`src/rtl/rxll_defines.svh`:
```
/*
  rxll_defines.svh: constants of the receive link-layer port block.
  assumes: included by its bare name from rtl files; definitions only.
*/
`ifndef RXLL_DEFINES_SVH
`define RXLL_DEFINES_SVH

// lane count and word geometry
`define RXLL_LANES 4
`define RXLL_WORD_W 32
`define RXLL_OCTET_W 8
`define RXLL_OCTETS 4
// reconfiguration port arrangement: 0 shared, 1 vector, 2 per channel
`define RXLL_RCFG_SHARED 0
`define RXLL_RCFG_VECTOR 1
`define RXLL_RCFG_PERCH 2
`define RXLL_RCFG_MODE 1
`define RXLL_RCFG_EN 1
// reconfiguration access latency in cycles, as it would be at 250 MHz
`define RXLL_RCFG_LAT_NS 8
`define RXLL_CLK_NS 4
`define RXLL_RCFG_LAT_CYC ((`RXLL_RCFG_LAT_NS + `RXLL_CLK_NS - 1) / `RXLL_CLK_NS)
// receiver settle count after hard reset release
`define RXLL_SETTLE_NS 64
`define RXLL_SETTLE_CYC (`RXLL_SETTLE_NS / `RXLL_CLK_NS)
// buffer depth
`define RXLL_BUF_DEPTH 2

`endif

```
`src/rtl/rxll_pkg.sv`:
```
/*
  rxll_pkg.sv: types of the receive link-layer port block.
  assumes: rxll_defines.svh is on the include path.
*/
`default_nettype none
`include "rxll_defines.svh"

package rxll_pkg;
  // one lane-data word group across all lanes
  typedef logic [`RXLL_LANES*`RXLL_WORD_W-1:0] rxll_data_t;
  // per-lane flags
  typedef logic [`RXLL_LANES-1:0] rxll_lanes_t;
  // beat carried through the stream buffer
  typedef struct packed {
    rxll_data_t data;
  } rxll_beat_t;
  // reconfiguration strobes
  typedef struct packed {
    rxll_lanes_t wr;
    rxll_lanes_t rd;
  } rxll_rcfg_t;
  // receive bring-up state
  typedef enum logic [1:0] {
    RXLL_ST_RESET = 2'b00,
    RXLL_ST_SETTLE = 2'b01,
    RXLL_ST_READY = 2'b10
  } rxll_state_t;
endpackage

`default_nettype wire

```
`src/rtl/rxll_buf.sv`:
```
/*
  rxll_buf.sv: two-entry valid/ready buffer for lane words.
  assumes: single clock, asynchronous active-high reset.
*/
`default_nettype none
`include "rxll_defines.svh"

module rxll_buf (
  // clock and reset
  input wire logic clk,
  input wire logic rst,
  input wire logic flush,
  // fill side
  input wire logic in_valid,
  output logic in_ready,
  input wire rxll_pkg::rxll_beat_t in_beat,
  // drain side
  output logic out_valid,
  input wire logic out_ready,
  output rxll_pkg::rxll_beat_t out_beat
);
  import rxll_pkg::*;

  rxll_beat_t mem_ff [`RXLL_BUF_DEPTH];
  rxll_beat_t nxt_mem [`RXLL_BUF_DEPTH];
  logic [1:0] cnt_ff;
  logic [1:0] nxt_cnt;
  logic rd_ff;
  logic nxt_rd;
  logic wr_ff;
  logic nxt_wr;
  logic push;
  logic pop;

  // handshakes against honest full and empty
  assign in_ready = (cnt_ff != 2'h2);
  assign out_valid = (cnt_ff != 2'h0);
  assign push = in_valid && in_ready;
  assign pop = out_valid && out_ready;
  assign out_beat = mem_ff[rd_ff];

  // next pointers, count and storage
  always_comb begin
    nxt_mem = mem_ff;
    nxt_cnt = cnt_ff;
    nxt_rd = rd_ff;
    nxt_wr = wr_ff;
    if (flush) begin
      nxt_cnt = 2'h0;
      nxt_rd = 1'b0;
      nxt_wr = 1'b0;
    end else begin
      if (push) begin
        nxt_mem[wr_ff] = in_beat;
        nxt_wr = ~wr_ff;
      end
      if (pop) begin
        nxt_rd = ~rd_ff;
      end
      nxt_cnt = cnt_ff + {1'b0, push} - {1'b0, pop};
    end
  end

  // register state
  always_ff @(posedge clk or posedge rst) begin
    if (rst) begin
      cnt_ff <= 2'h0;
      rd_ff <= 1'b0;
      wr_ff <= 1'b0;
      mem_ff[0] <= '0;
      mem_ff[1] <= '0;
    end else begin
      cnt_ff <= nxt_cnt;
      rd_ff <= nxt_rd;
      wr_ff <= nxt_wr;
      mem_ff <= nxt_mem;
    end
  end
endmodule

`default_nettype wire

```
`src/rtl/rxll_top.sv`:
```
/*
  rxll_top.sv: receive link-layer port logic: reconfiguration strobe
  handling, per-lane receiver ready, hard reset of the receive
  interface, and the lane-word stream toward the transport layer.
  assumes: transceiver octets arrive synchronous to clk, one octet per
  lane per cycle with a valid; sink drives ready and frame fault.
*/
// Summary of operation
// - reconfig write/read strobes and wait request: shared, per-lane vector, or per channel
// - reconfiguration ports always exist; with dynamic reconfiguration disabled, wait request stays low
// - per-lane receive-ready output, one bit per lane
// - single-bit receive hard reset is active high, resets receive interface
// - hard reset leaves attachment alone; attachment reset goes via reconfiguration
// - 32 bits per lane, big endian, earliest octet in top byte
// - one-bit valid; words sent while valid high, no backpressure from sink
`default_nettype none
`include "rxll_defines.svh"

module rxll_top (
  // clock and reset
  input wire logic clk,
  input wire logic rst,
  // receive hard reset and attachment status
  input wire logic rx_hard_rst,
  input wire rxll_pkg::rxll_lanes_t pma_ready_in,
  output rxll_pkg::rxll_lanes_t pma_ready,
  output rxll_pkg::rxll_lanes_t rx_ready,
  // reconfiguration strobes
  input wire rxll_pkg::rxll_rcfg_t rcfg_strobe,
  output rxll_pkg::rxll_lanes_t rcfg_waitrequest,
  // octets from the transceiver
  input wire rxll_pkg::rxll_lanes_t lane_oct_valid,
  input wire logic [`RXLL_LANES*`RXLL_OCTET_W-1:0] lane_oct,
  // stream to the transport layer
  output rxll_pkg::rxll_data_t lane_word_out,
  output logic lane_word_valid,
  input wire logic sink_accept_ready,
  input wire logic sink_frame_fault,
  // status
  output logic frame_fault_seen,
  output logic word_dropped
);
  import rxll_pkg::*;

  localparam logic [7:0] LAT_CYC = 8'(`RXLL_RCFG_LAT_CYC);
  localparam logic [7:0] SETTLE_CYC = 8'(`RXLL_SETTLE_CYC);

  // merge strobes of one lane into an access request
  function automatic logic lane_req(input rxll_rcfg_t s, input int idx);
    lane_req = s.wr[idx] | s.rd[idx];
  endfunction

  // ---- receive bring-up
  rxll_state_t st_ff;
  rxll_state_t nxt_st;
  logic [7:0] settle_ff;
  logic [7:0] nxt_settle;
  rxll_lanes_t pma_ff;
  rxll_lanes_t rdy_ff;
  rxll_lanes_t nxt_rdy;

  // hard reset clears the receive path only; attachment status passes on
  always_comb begin
    nxt_st = st_ff;
    nxt_settle = settle_ff;
    unique case (st_ff)
      RXLL_ST_RESET: begin
        nxt_settle = 8'h00;
        if (!rx_hard_rst) begin
          nxt_st = RXLL_ST_SETTLE;
        end
      end
      RXLL_ST_SETTLE: begin
        nxt_settle = settle_ff + 8'h01;
        if (settle_ff == SETTLE_CYC - 8'h01) begin
          nxt_st = RXLL_ST_READY;
        end
      end
      RXLL_ST_READY: begin
        nxt_settle = 8'h00;
      end
      default: begin
        nxt_st = RXLL_ST_RESET;
      end
    endcase
    if (rx_hard_rst) begin
      nxt_st = RXLL_ST_RESET;
    end
    nxt_rdy = (st_ff == RXLL_ST_READY && !rx_hard_rst) ? pma_ready_in : '0;
  end

  // bring-up registers
  always_ff @(posedge clk or posedge rst) begin
    if (rst) begin
      st_ff <= RXLL_ST_RESET;
      settle_ff <= 8'h00;
      pma_ff <= '0;
      rdy_ff <= '0;
    end else begin
      st_ff <= nxt_st;
      settle_ff <= nxt_settle;
      pma_ff <= pma_ready_in;
      rdy_ff <= nxt_rdy;
    end
  end

  assign pma_ready = pma_ff;
  assign rx_ready = rdy_ff;

  // ---- reconfiguration wait request per lane
  logic [7:0] busy_ff [`RXLL_LANES];
  logic [7:0] nxt_busy [`RXLL_LANES];
  rxll_lanes_t wait_ff;
  rxll_lanes_t nxt_wait;

  // each access holds wait request for the access latency
  always_comb begin
    for (int i = 0; i < `RXLL_LANES; i++) begin
      int src;
      src = (`RXLL_RCFG_MODE == `RXLL_RCFG_SHARED) ? 0 : i;
      nxt_busy[i] = busy_ff[i];
      if (`RXLL_RCFG_EN == 0) begin
        nxt_busy[i] = 8'h00;
      end else if (busy_ff[i] != 8'h00) begin
        nxt_busy[i] = busy_ff[i] - 8'h01;
      end else if (lane_req(rcfg_strobe, src)) begin
        nxt_busy[i] = LAT_CYC;
      end
      nxt_wait[i] = (nxt_busy[i] != 8'h00);
    end
  end

  // wait request registers
  always_ff @(posedge clk or posedge rst) begin
    if (rst) begin
      for (int i = 0; i < `RXLL_LANES; i++) begin
        busy_ff[i] <= 8'h00;
      end
      wait_ff <= '0;
    end else begin
      busy_ff <= nxt_busy;
      wait_ff <= nxt_wait;
    end
  end

  assign rcfg_waitrequest = wait_ff;

  // ---- octet packing, big endian per lane
  logic [1:0] oct_cnt_ff [`RXLL_LANES];
  logic [1:0] nxt_oct_cnt [`RXLL_LANES];
  rxll_data_t acc_ff;
  rxll_data_t nxt_acc;
  rxll_lanes_t done_ff;
  rxll_lanes_t nxt_done;
  logic pack_valid;
  logic buf_in_ready;
  rxll_beat_t pack_beat;

  assign pack_valid = &done_ff;
  assign pack_beat.data = acc_ff;

  // first octet lands in the top byte of each lane word
  always_comb begin
    nxt_acc = acc_ff;
    nxt_done = done_ff;
    for (int i = 0; i < `RXLL_LANES; i++) begin
      nxt_oct_cnt[i] = oct_cnt_ff[i];
    end
    if (pack_valid && buf_in_ready) begin
      nxt_done = '0;
    end
    for (int i = 0; i < `RXLL_LANES; i++) begin
      if (st_ff != RXLL_ST_READY) begin
        nxt_oct_cnt[i] = 2'h0;
        nxt_done[i] = 1'b0;
      end else if (lane_oct_valid[i] && !(done_ff[i] && !(pack_valid && buf_in_ready))) begin
        nxt_acc[i*`RXLL_WORD_W + (3 - oct_cnt_ff[i])*`RXLL_OCTET_W +: `RXLL_OCTET_W] =
          lane_oct[i*`RXLL_OCTET_W +: `RXLL_OCTET_W];
        nxt_oct_cnt[i] = oct_cnt_ff[i] + 2'h1;
        if (oct_cnt_ff[i] == 2'h3) begin
          nxt_done[i] = 1'b1;
        end
      end
    end
  end

  // packing registers
  always_ff @(posedge clk or posedge rst) begin
    if (rst) begin
      for (int i = 0; i < `RXLL_LANES; i++) begin
        oct_cnt_ff[i] <= 2'h0;
      end
      acc_ff <= '0;
      done_ff <= '0;
    end else begin
      oct_cnt_ff <= nxt_oct_cnt;
      acc_ff <= nxt_acc;
      done_ff <= nxt_done;
    end
  end

  // ---- stream buffer toward the sink
  logic buf_out_valid;
  rxll_beat_t buf_out_beat;
  logic take;

  // the stream cannot be held off; words leave as soon as buffered
  assign take = buf_out_valid;

  rxll_buf u_buf (
    .clk(clk),
    .rst(rst),
    .flush(st_ff != RXLL_ST_READY),
    .in_valid(pack_valid),
    .in_ready(buf_in_ready),
    .in_beat(pack_beat),
    .out_valid(buf_out_valid),
    .out_ready(take),
    .out_beat(buf_out_beat)
  );

  // output stage and status
  rxll_data_t nxt_out;
  logic nxt_valid;
  logic nxt_fault;
  logic nxt_drop;
  rxll_data_t out_ff;
  logic valid_ff;
  logic fault_ff;
  logic drop_ff;

  always_comb begin
    nxt_out = take ? buf_out_beat.data : out_ff;
    nxt_valid = take;
    nxt_fault = fault_ff | sink_frame_fault;
    nxt_drop = drop_ff | (valid_ff && !sink_accept_ready);
    if (rx_hard_rst) begin
      nxt_fault = 1'b0;
      nxt_drop = 1'b0;
      nxt_valid = 1'b0;
    end
  end

  always_ff @(posedge clk or posedge rst) begin
    if (rst) begin
      out_ff <= '0;
      valid_ff <= 1'b0;
      fault_ff <= 1'b0;
      drop_ff <= 1'b0;
    end else begin
      out_ff <= nxt_out;
      valid_ff <= nxt_valid;
      fault_ff <= nxt_fault;
      drop_ff <= nxt_drop;
    end
  end

  assign lane_word_out = out_ff;
  assign lane_word_valid = valid_ff;
  assign frame_fault_seen = fault_ff;
  assign word_dropped = drop_ff;
endmodule

`default_nettype wire

```
`config.mk`:
```
export PLATFORM = sky130hd
export DESIGN_NAME = rxll_top
export DESIGN_NICKNAME = d
export VERILOG_FILES = /design/src/rtl/rxll_pkg.sv /design/src/rtl/rxll_buf.sv /design/src/rtl/rxll_top.sv
export VERILOG_INCLUDE_DIRS = /design/src /design/src/rtl
export SDC_FILE = /design/constraint.sdc
export NUM_CORES = 1
export LEC_CHECK = 0
export ABC_AREA = 1
export BUFFER_PORTS_ARGS = -buffer_cell sky130_fd_sc_hd__buf_4
export CELL_PAD_IN_SITES_DETAIL_PLACEMENT = 0
export CELL_PAD_IN_SITES_GLOBAL_PLACEMENT = 1
export CORE_UTILIZATION = 30
export DETAILED_ROUTE_END_ITERATION = 8
export PLACE_DENSITY_LB_ADDON = 0.1
export SKIP_CTS_REPAIR_TIMING = 1
export SLEW_MARGIN = 20
export SYNTH_ARGS = -nofsm -noshare
export SYNTH_HDL_FRONTEND = slang
export SYNTH_SLANG_ARGS = --single-unit
```
`constraint.sdc`:
```
create_clock -name clk -period 48.7 [get_ports clk]
set_input_delay 7.305 -clock clk [delete_from_list [all_inputs] [get_ports clk]]
set_output_delay 7.305 -clock clk [all_outputs]
set_load 0.02 [all_outputs]
```
== After elaboration in Yosys (flattened, before gate mapping) ==
Index checks and enable logic that the tools add are counted.
Storage, ports and cells
  input port bits: 53
  register bits after elaboration: 585
Cells by class
  mux-type cells: 60
  add/subtract/negate cells: 22
  shifts and indexed selects: 8
  bitwise gates (word level): 11
  eq/ne operators: 11
  magnitude comparators: 3
  reductions and logical operators: 40
Operators with widths (number)
  $mux W128: 12
  $bwmux W128: 4
  $shift A8 B34 Y128 const A: 4
  $shiftx A8 B34 Y128: 4
  $bwmux W256: 1
  $neg A32 Y34: 4
  $demux W128 S1: 1
  $mux W8: 8
  $reduce_bool A8 Y1: 8
  $sub A8 B1 Y8 const B: 4
  $mux W2: 11
  $mux W1: 19
  $add A8 B6 Y9 const A: 2
  $pmux W8 S2: 1
  $reduce_bool A2 Y1: 8
  $logic_and A1 B1 Y1: 12
  $sub A2 B2 Y3 const A: 4
  $eq A2 B2 Y1 const B: 5
  $add A2 B1 Y2 const B: 4
  $add A7 B6 Y8 const A: 1
  $add A8 B1 Y8 const B: 1
  $eq A8 B4 Y1 const B: 1
  $mux W4: 2
  $logic_not A1 Y1: 7
  15 further kinds: 27

== Longest topological paths before layout ==
Gate-level depths: netlist of the first run.
  depth after elaboration: 17
  depth in mapped cells: 13
  mapped depth without buffers: 12

== Modules after synthesis ==
From an unflattened synthesis of the first run, not the netlist that was laid out.
Second synthesis, totals
  cells, all modules: 3794
  area, all modules: 28895.2 um^2
By module, submodules not included
  rxll_top: cells an instance 2209, sequential area each 8132.8 um^2, instances 1, area an instance 16543.4 um^2
  rxll_buf: cells an instance 1585, sequential area each 6506.2 um^2, instances 1, area an instance 12351.8 um^2

== Worst setup path after synthesis of the first run ==
OpenSTA, ideal clock, no wires.
  path kind: input-to-reg
  from: input lane_oct_valid[1]
  to: register acc_ff[36]
  stages: 9
  setup slack: 40.334 ns
  arrival time: 8.249 ns
  required time: 48.584 ns
  setup time: 0.116 ns
  path through: clkbuf_1 -> inv_1 -> a21oi_1 -> nand2_1 -> buf_2 -> o21ai_0 -> inv_1 -> nand2_1 -> nand2_1
On the way
  cells in the longest elaborated chain, start to end: 9
RTL lines
  from (decl): line rxll_top.sv:32  | input wire rxll_pkg::rxll_lanes_t lane_oct_valid,
  $logic_and A1 B1 Y1 *: line rxll_top.sv:176  | end else if (lane_oct_valid[i] && !(done_ff[i] && !(pack_valid && buf_in_ready))) begin
  $mux W128 *: line rxll_top.sv:176
  $mux W128 *: line rxll_top.sv:173  | if (st_ff != RXLL_ST_READY) begin
  $bwmux W128: line rxll_top.sv:177  | nxt_acc[i*`RXLL_WORD_W + (3 - oct_cnt_ff[i])*`RXLL_OCTET_W +: `RXLL_OCTET_W] =
  $mux W128: line rxll_top.sv:176
  $mux W128 *: line rxll_top.sv:173
  $bwmux W128: line rxll_top.sv:177
  $mux W128: line rxll_top.sv:176
  $mux W128 *: line rxll_top.sv:173
  named net nxt_acc[36]: line rxll_top.sv:152  | rxll_data_t nxt_acc;
  to (signal assigned): line rxll_top.sv:197  | acc_ff <= nxt_acc;
  to (decl): line rxll_top.sv:151  | rxll_data_t acc_ff;
Mark *: on every way through the listed nets, which the timed path passes. The rest lies on a longest branch.
A chain may end at the register's enable or synchronous reset.

==> results of run 1 <==
layout make-up:
type	count	area [um^2]	share of cell area
Sequential cell	585	14600	0.459
Multi-Input combinational cell	2249	10400	0.326
Clock buffer	102	2100	0.0658
Timing Repair Buffer	218	1640	0.0514
Tap cell	1165	1460	0.0457
Inverter	327	1240	0.0390
Clock inverter	25	403	0.0126
worst min path at each step:
stage	startpoint	to	cells past startpoint
2_1_floorplan	settle_ff[7]$_DFFE_PP0P_	settle_ff[7]$_DFFE_PP0P_	1
6_report	acc_ff[86]$_DFF_PP0_	acc_ff[86]$_DFF_PP0_	2
3_3_place_gp	u_buf.mem_ff[48]$_DFFE_PP0P_	u_buf.mem_ff[48]$_DFFE_PP0P_	2
5_1_grt	u_buf.mem_ff[232]$_DFFE_PP0P_	u_buf.mem_ff[232]$_DFFE_PP0P_	2
4_1_cts	acc_ff[86]$_DFF_PP0_	acc_ff[86]$_DFF_PP0_	2
3_5_place_dp	u_buf.mem_ff[98]$_DFFE_PP0P_	u_buf.mem_ff[98]$_DFFE_PP0P_	2
layer usage:
metal	part of all wire	GRT usage
met1	0.48	0.290
met2	0.45	0.307
met3	0.051	0.0310
met4	0.019	0.0516
met5	0.00016	0
synth_stat cells (7+ instances only):
cell type / n
nand2_1: 880
dfrtp_1: 585
o21ai_0: 352
inv_1: 318
nor2_1: 317
a21oi_1: 302
nand3_1: 181
clkbuf_1: 144
nor3_1: 63
ha_1: 38
nand4_1: 25
o21ai_1: 14
nor2_4: 12
buf_2: 11
nor2_2: 7
o211ai_1: 7
kinds of logic (layout without fill, tap and decap cells):
kind of cell | after synthesis | count (layout) | share of synthesized area
compound gates | 684 | 684 | 0.129
xor+xnor | 9 | 9 | 0.00293
fa+ha+maj | 38 | 38 | 0.0177
buf+inv | 494 | 672 | 0.0705
flops | 585 | 585 | 0.544
simple gates | 1518 | 1518 | 0.236
registers in the layout (all words and copies together), names as in the netlist:
name / count
done_ff: 4
acc_ff: 128
busy_ff: 32
u_buf.cnt_ff: 2
word_dropped: 1
frame_fault_seen: 1
pma_ready: 4
rx_ready: 4
lane_word_out: 128
rcfg_waitrequest: 4
settle_ff: 8
u_buf.mem_ff: 256
lane_word_valid: 1
u_buf.wr_ff: 1
u_buf.rd_ff: 1
st_ff: 2
oct_cnt_ff: 8
critical path: stages:
cell and delay (ps):
buf_4 130, inv_8 530, buf_4 820, buf_4 750, buf_4 820
report_power, final:
part	switching [uW]	total, uW	internal (uW)
clock network	217	570	353
logic	61.4	91.4	30.0
registers	10.3	511	501
per-stage QoR:
| stage | setup WS (ps) | instances | hold slack, ps | total power [uW] |
|---|---|---|---|---|
| global route | 38150 | 4671 | 496 | 1230 |
| detailed placement | 37850 | 4544 | 473 | 613 |
| CTS | 38510 | 4671 | 486 | 1190 |
| finish | 38720 | 4671 | 483 | 1170 |
| global placement | 37960 | 4544 | 466 | 612 |
| floorplan | 25030 | 3328 | 435 | 585 |
==> summary.md, run 1 <==
| Metric | Value |
|---|---|
| Die footprint | `90900 um^2` |
| Crit share post-route | `0.205` |
| Antenna Nets Post-Route | `0` |
| Largest net degree at the start of global routing | `113` |
| IO Count | `196` |
| Detailed Route WL | `90200 um` |
| Nets | `3544` |
| Unrepaired setup endpoints after global routing | `no` |
| Power density cells | `36.8 nW/um^2` |
| Primary FF master, synth | `dfrtp_1` |
| Worst R2R Setup Slack | `44480 ps` |
| # H-tree levels | `3` |
| Critical Path Start Type | `input pin` |
| Synth-to-Final Area Change | `18.5%` |
| Residual DRC | `10` |
| Synth Cell Area | `26900 um^2` |
| CTS root buf | `clkbuf_16` |
| Fin area | `31900 um^2` |
| Fillers | `9291` |
| Clock Skew | `13.9 ps` |
| Setup TNS | `0 ps` |
| First-pass GRT wire length | `140000 um` |
| Final GP Congestion | `0.877` |
| Yosys top cell area share | `0.544` |
| # diodes | `0` |
| GRT Util Overall | `0.199` |
| Final Core Density | `0.360` |
| Hold Crit Class | `reg2reg` |
| DP Wirelength | `61300 um` |
| Die Ht | `302 um` |
| Lkg Pwr | `0.0160 uW` |
| Origin of the worst setup path | `rst` |
| Leading area contributor after synthesis | `dfrtp_1` |
| FFs w/ async S/R, synth | `1.00` |
| Worst reg2reg endpoint | `acc_ff[77]$_DFF_PP0_` |
| Slew headroom | `0.225` |
| DRT iter0 DRCs | `1748` |
| Status | `finished, violations left` |
| Dominant cells by area after synthesis | `dfrtp_1 54%, nand2_1 12%, o21ai_0 6.5%, a21oi_1 5.6%, inv_1 4.4%` |
| TritonCTS Sinks | `585` |
| CTS tree | `built` |
| Critical path endpoint | `acc_ff[99]$_DFF_PP0_` |
| Crit end category | `async pin` |
| Die width | `302 um` |
| Clk slew on worst S/H paths | `60 ps` |
| Failing checks | `design-rule violations` |
| Starting Density | `0.304` |
| Reg2reg start | `oct_cnt_ff[2]$_DFFE_PP0P_` |
| Part of the Yosys area used for sequential elements | `0.544` |
| Max Freq | `100 MHz` |
| Post-synth EDFFs | `0` |
| Netlist cell types | `43` |
| Commonest cells after routing, fill and taps aside | `880 x nand2_1, 584 x dfrtp_1, 352 x o21ai_0` |
| Num rows | `109` |
| Vias | `22700` |
| CP Class | `in2async` |
| Post-Place Cell Area | `29400 um^2` |
| Clock latency on the worst-skew pair | `600 ps` |
| Total grt overflow | `0` |
| Syn_area_per_cell | `8.09 um^2` |
| Max-slew violation count | `0` |
| Yosys reg bits | `585` |
| Most common cell after layout, fill and taps aside | `nand2_1` |
| Share of layout cells above drive strength 1 | `0.110` |
| Vias per Instance | `4.85` |
| IO Port Bufs | `195` |
| Clock Path Buffers | `3` |
| Final setup viols | `0` |
| Synth Net Count | `3419` |
| Wire per inst | `19.3 um` |
| Final Hold Vio Count | `0` |
| Syn Inst Count | `3328` |
| Initial antenna violation count | `1` |
| Max cap viols | `0` |
| Vias in the first global route | `22600` |
| Critical Path AT | `10600 ps` |
| YS warnings | `0` |
| Maximum vdd drop | `0.0212 mV` |
| First-pass DRT Iterations | `8` |
| TritonCTS Buffers | `72` |
| Final worst path period need | `9980 ps` |
| Reg2reg path depth | `8` |
| Critical path peak fanout | `112` |
| Core Region | `88600 um^2` |
| Required @ worst endpoint | `49310 ps` |
| Slew @ Worst Pin | `1160 ps` |
Note: power is estimated with default switching activity, not from simulation.
==> run 2: changes to the inputs <==
--- a/config.mk
+++ b/config.mk
@@ -6,7 +6,7 @@
 export SDC_FILE = /design/constraint.sdc
 export NUM_CORES = 1
 export LEC_CHECK = 0
-export ABC_AREA = 1
+export ABC_AREA = 0
 export BUFFER_PORTS_ARGS = -buffer_cell sky130_fd_sc_hd__buf_4
 export CELL_PAD_IN_SITES_DETAIL_PLACEMENT = 0
 export CELL_PAD_IN_SITES_GLOBAL_PLACEMENT = 1
==> constraint.sdc (replaced) <==
create_clock -name clk -period 9.6 [get_ports clk]
set_input_delay 1.44 -clock clk [delete_from_list [all_inputs] [get_ports clk]]
set_output_delay 1.44 -clock clk [all_outputs]
set_load 0.02 [all_outputs]
==> run 2 against run 1 <==
The run now ends clean. Final area decreased by 3.0%. Via count fell by 23%. Clock power increased to 4.8 times the previous value. Sequential share of layout area grew 1.4 points. Count of clock-buffer cells in the layout is 9 lower. Utilization up 0.25 points. Non-clock buffer count fell by 3. Critical endpoint is now acc_ff[50]$_DFF_PP0_. Highest routed layer unchanged.
==> summary.md, run 2 <==
| Metric | Value |
|---|---|
| Status | `finished, final reports clean` |
| Die Ht | `296 um` |
| IO Count | `196` |
| Num rows | `107` |
| Final setup viols | `0` |
| DP Wirelength | `48400 um` |
| Max cap viols | `0` |
| Synth Cell Area | `25900 um^2` |
| Post-synth EDFFs | `0` |
| Combinational fraction of design power | `0.072` |
| Min Hold Slack | `501 ps` |
| Synth Net Count | `2304` |
| Top post-synthesis cells by count | `585 x dfrtp_1, 273 x mux2_2, 215 x a21oi_1` |
| Top reg by flops | `u_buf.mem_ff` |
| Most common cell after layout, fill and taps aside | `dfrtp_1` |
| Origin of the worst setup path | `oct_cnt_ff[4]$_DFFE_PP0P_` |
| Lkg Pwr | `0.0145 uW` |
| Hold Path Origin | `u_buf.mem_ff[38]$_DFFE_PP0P_` |
| CP Class | `reg2reg` |
| Max Freq | `337 MHz` |
| TritonCTS Buffers | `70` |
| Reg2reg path depth | `7` |
| Core Region | `85400 um^2` |
| Setup TNS | `0 ps` |
| Synth-to-Final Area Change | `19.3%` |
| NetSw | `1400 uW` |
| Critical Path AT | `3480 ps` |
| Worst path max stage delay | `870 ps` |
| Vias in the first global route | `18000` |
| Sequential power share | `0.455` |
| Cell Chain, Critical Path | `inv_1, ha_1, and2_1, nand4b_1, nor3_1, a22oi_1, a21oi_1` |
| Power density cells | `188 nW/um^2` |
| FFs w/ async S/R, synth | `1.00` |
| Top-count cell post-synth | `dfrtp_1` |
| Primary FF master, synth | `dfrtp_1` |
| Worst reg2reg endpoint | `acc_ff[50]$_DFF_PP0_` |
| Hold depth | `1` |
| TritonCTS Sinks | `585` |
| Crit end category | `flop` |
| IO Port Bufs | `195` |
| # H-tree levels | `3` |
| Crit share post-route | `0.309` |
| Critical path's top delay family | `simple AND/OR/NAND/NOR gates` |
| Syn Inst Count | `2213` |
| Required @ worst endpoint | `10110 ps` |
| Max reg flops | `256` |
| GRT Max-Usage Layer | `met2` |
| Final GP Congestion | `0.801` |
| Max-slew violation count | `0` |
| Hold Crit Class | `reg2reg` |
| Initial antenna violation count | `3` |
| Die width | `296 um` |
| Yosys reg bits | `585` |
| Reg2reg start | `oct_cnt_ff[4]$_DFFE_PP0P_` |
| Vias | `17500` |
| Total grt overflow | `0` |
| Maximum vdd drop | `0.114 mV` |
| Critical Path Start Type | `flop` |
| Clock Path Buffers | `3` |
| Detailed Route WL | `71900 um` |
| Buffers and inverters on the worst path | `1` |
| Antenna Nets Post-Route | `0` |
| Nets | `2462` |
| Met2 Use GR | `0.265` |
| Leading area contributor after synthesis | `dfrtp_1` |
| Hold EP | `u_buf.mem_ff[38]$_DFFE_PP0P_` |
| Clock Skew | `17.4 ps` |
| Cell Int Power | `4410 uW` |
| Placed insts | `3443` |
| Count of non-filler cells in the finished layout | `3568` |
| Final Hold Vio Count | `0` |
| Slew headroom | `0.247` |
| Die footprint | `87600 um^2` |
| Met1 Use GR | `0.228` |
| GR Util met3 | `0.0294` |
| First-pass GRT wire length | `111000 um` |
| Residual DRC | `0` |
| First-pass DRT Iterations | `5` |
| CTS tree | `built` |
| Dominant cells by area after synthesis | `dfrtp_1 56%, mux2_2 12%, mux2i_1 6.6%, a21oi_1 4.1%, nor2_1 3.0%` |
| Wire per inst | `20.2 um` |
| Share of layout cells above drive strength 1 | `0.259` |
| Clk network pwr share | `0.473` |
| CTS root buf | `clkbuf_16` |
| Part of the Yosys area used for sequential elements | `0.564` |
| Starting Density | `0.304` |
| YS warnings | `0` |
| Clk slew on worst S/H paths | `60 ps` |
| Largest net degree at the start of global routing | `164` |
| Syn_area_per_cell | `11.7 um^2` |
| Yosys top cell area share | `0.564` |
| Vias per Instance | `4.90` |
| Commonest cells after routing, fill and taps aside | `584 x dfrtp_1, 273 x mux2_2, 215 x a21oi_1` |
| DRT iter0 DRCs | `1081` |
| Slew @ Worst Pin | `1120 ps` |
| Unrepaired setup endpoints after global routing | `no` |
| Worst R2R Setup Slack | `6630 ps` |
| Critical path peak fanout | `10` |
| Netlist cell types | `71` |
| Switch share | `0.241` |
| GRT Util Overall | `0.166` |
| Crit-path slowest cell | `nor3_1` |
| Final worst path period need | `2970 ps` |
| Clock latency on the worst-skew pair | `600 ps` |
| Fillers | `8555` |
run 2: changes by cell type in the layout (fill, tap and decap cells not counted), moves of 19 or more:
cell     change
nor2_1     -108
mux2_2     +273
mux2i_1    +170
o21ai_0    -323
nor3_1      -37
a22oi_1     +19
and3_1      +28
a221o_1     +24
nand3_1    -140
inv_1      -268
a21oi_1     -87
and2_1      +26
nand2_1    -764
run 2: through the flow:
| stage | cell area [um^2] | total power, uW | worst slack [ps] | util |
|---|---|---|---|---|
| floorplan | 25900 | 2980 | 187 | - |
| global placement | 28500 | 3100 | 6360 | 0.334 |
| detailed placement | 28500 | 3110 | 6300 | 0.334 |
| CTS | 30900 | 5920 | 6600 | 0.362 |
| global route | 30900 | 6090 | 6400 | 0.362 |
| finish | 30900 | 5800 | 6630 | 0.362 |
run 2: logic make-up after synthesis:
group           Yosys count  share of synthesized area
simple gates            569                      0.109
mux                     443                      0.184
fa+ha+maj                38                     0.0183
buf+inv                 177                     0.0267
compound gates          384                     0.0916
xor+xnor                 17                    0.00574
flops                   585                      0.564
run 2: metal layers:
layer | share of wire | vias to the layer above
met5 | 0.00013 | -
met4 | 0.021 | 2
met3 | 0.044 | 86
met2 | 0.47 | 343
met1 | 0.47 | 8830
li1 | - | 8222
run 2: layout make-up:
type | count | area (um^2) | share of cell area
Clock buffer | 93 | 1980 | 0.0641
Antenna cell | 2 | 5.00 | 0.000162
Sequential cell | 585 | 14600 | 0.473
Tap cell | 1144 | 1430 | 0.0463
Multi-Input combinational cell | 1451 | 10700 | 0.344
Inverter | 48 | 184 | 0.00595
Clock inverter | 30 | 390 | 0.0126
Timing Repair Buffer | 215 | 1650 | 0.0534
run 2: how the worst max path moves through the flow:
| stage | end | depth (start not counted) |
|---|---|---|
| 3_3_place_gp | u_buf.rd_ff$_DFFE_PP0P_ | 4 |
| 6_report | acc_ff[50]$_DFF_PP0_ | 7 |
| 3_5_place_dp | u_buf.rd_ff$_DFFE_PP0P_ | 4 |
| 2_1_floorplan | acc_ff[0]$_DFFE_PP0P_ | 1 |
| 5_1_grt | acc_ff[54]$_DFF_PP0_ | 7 |
| 4_1_cts | acc_ff[102]$_DFF_PP0_ | 5 |
run 2: power groups by stage:
stage | Combinational (uW) | Sequential (uW) | Clock [uW]
6_report | 419 | 2640 | 2740
5_1_grt | 476 | 2660 | 2950
4_1_cts | 428 | 2640 | 2850
3_5_place_dp | 426 | 2690 | 0
3_3_place_gp | 419 | 2680 | 0
2_1_floorplan | 320 | 2660 | 0
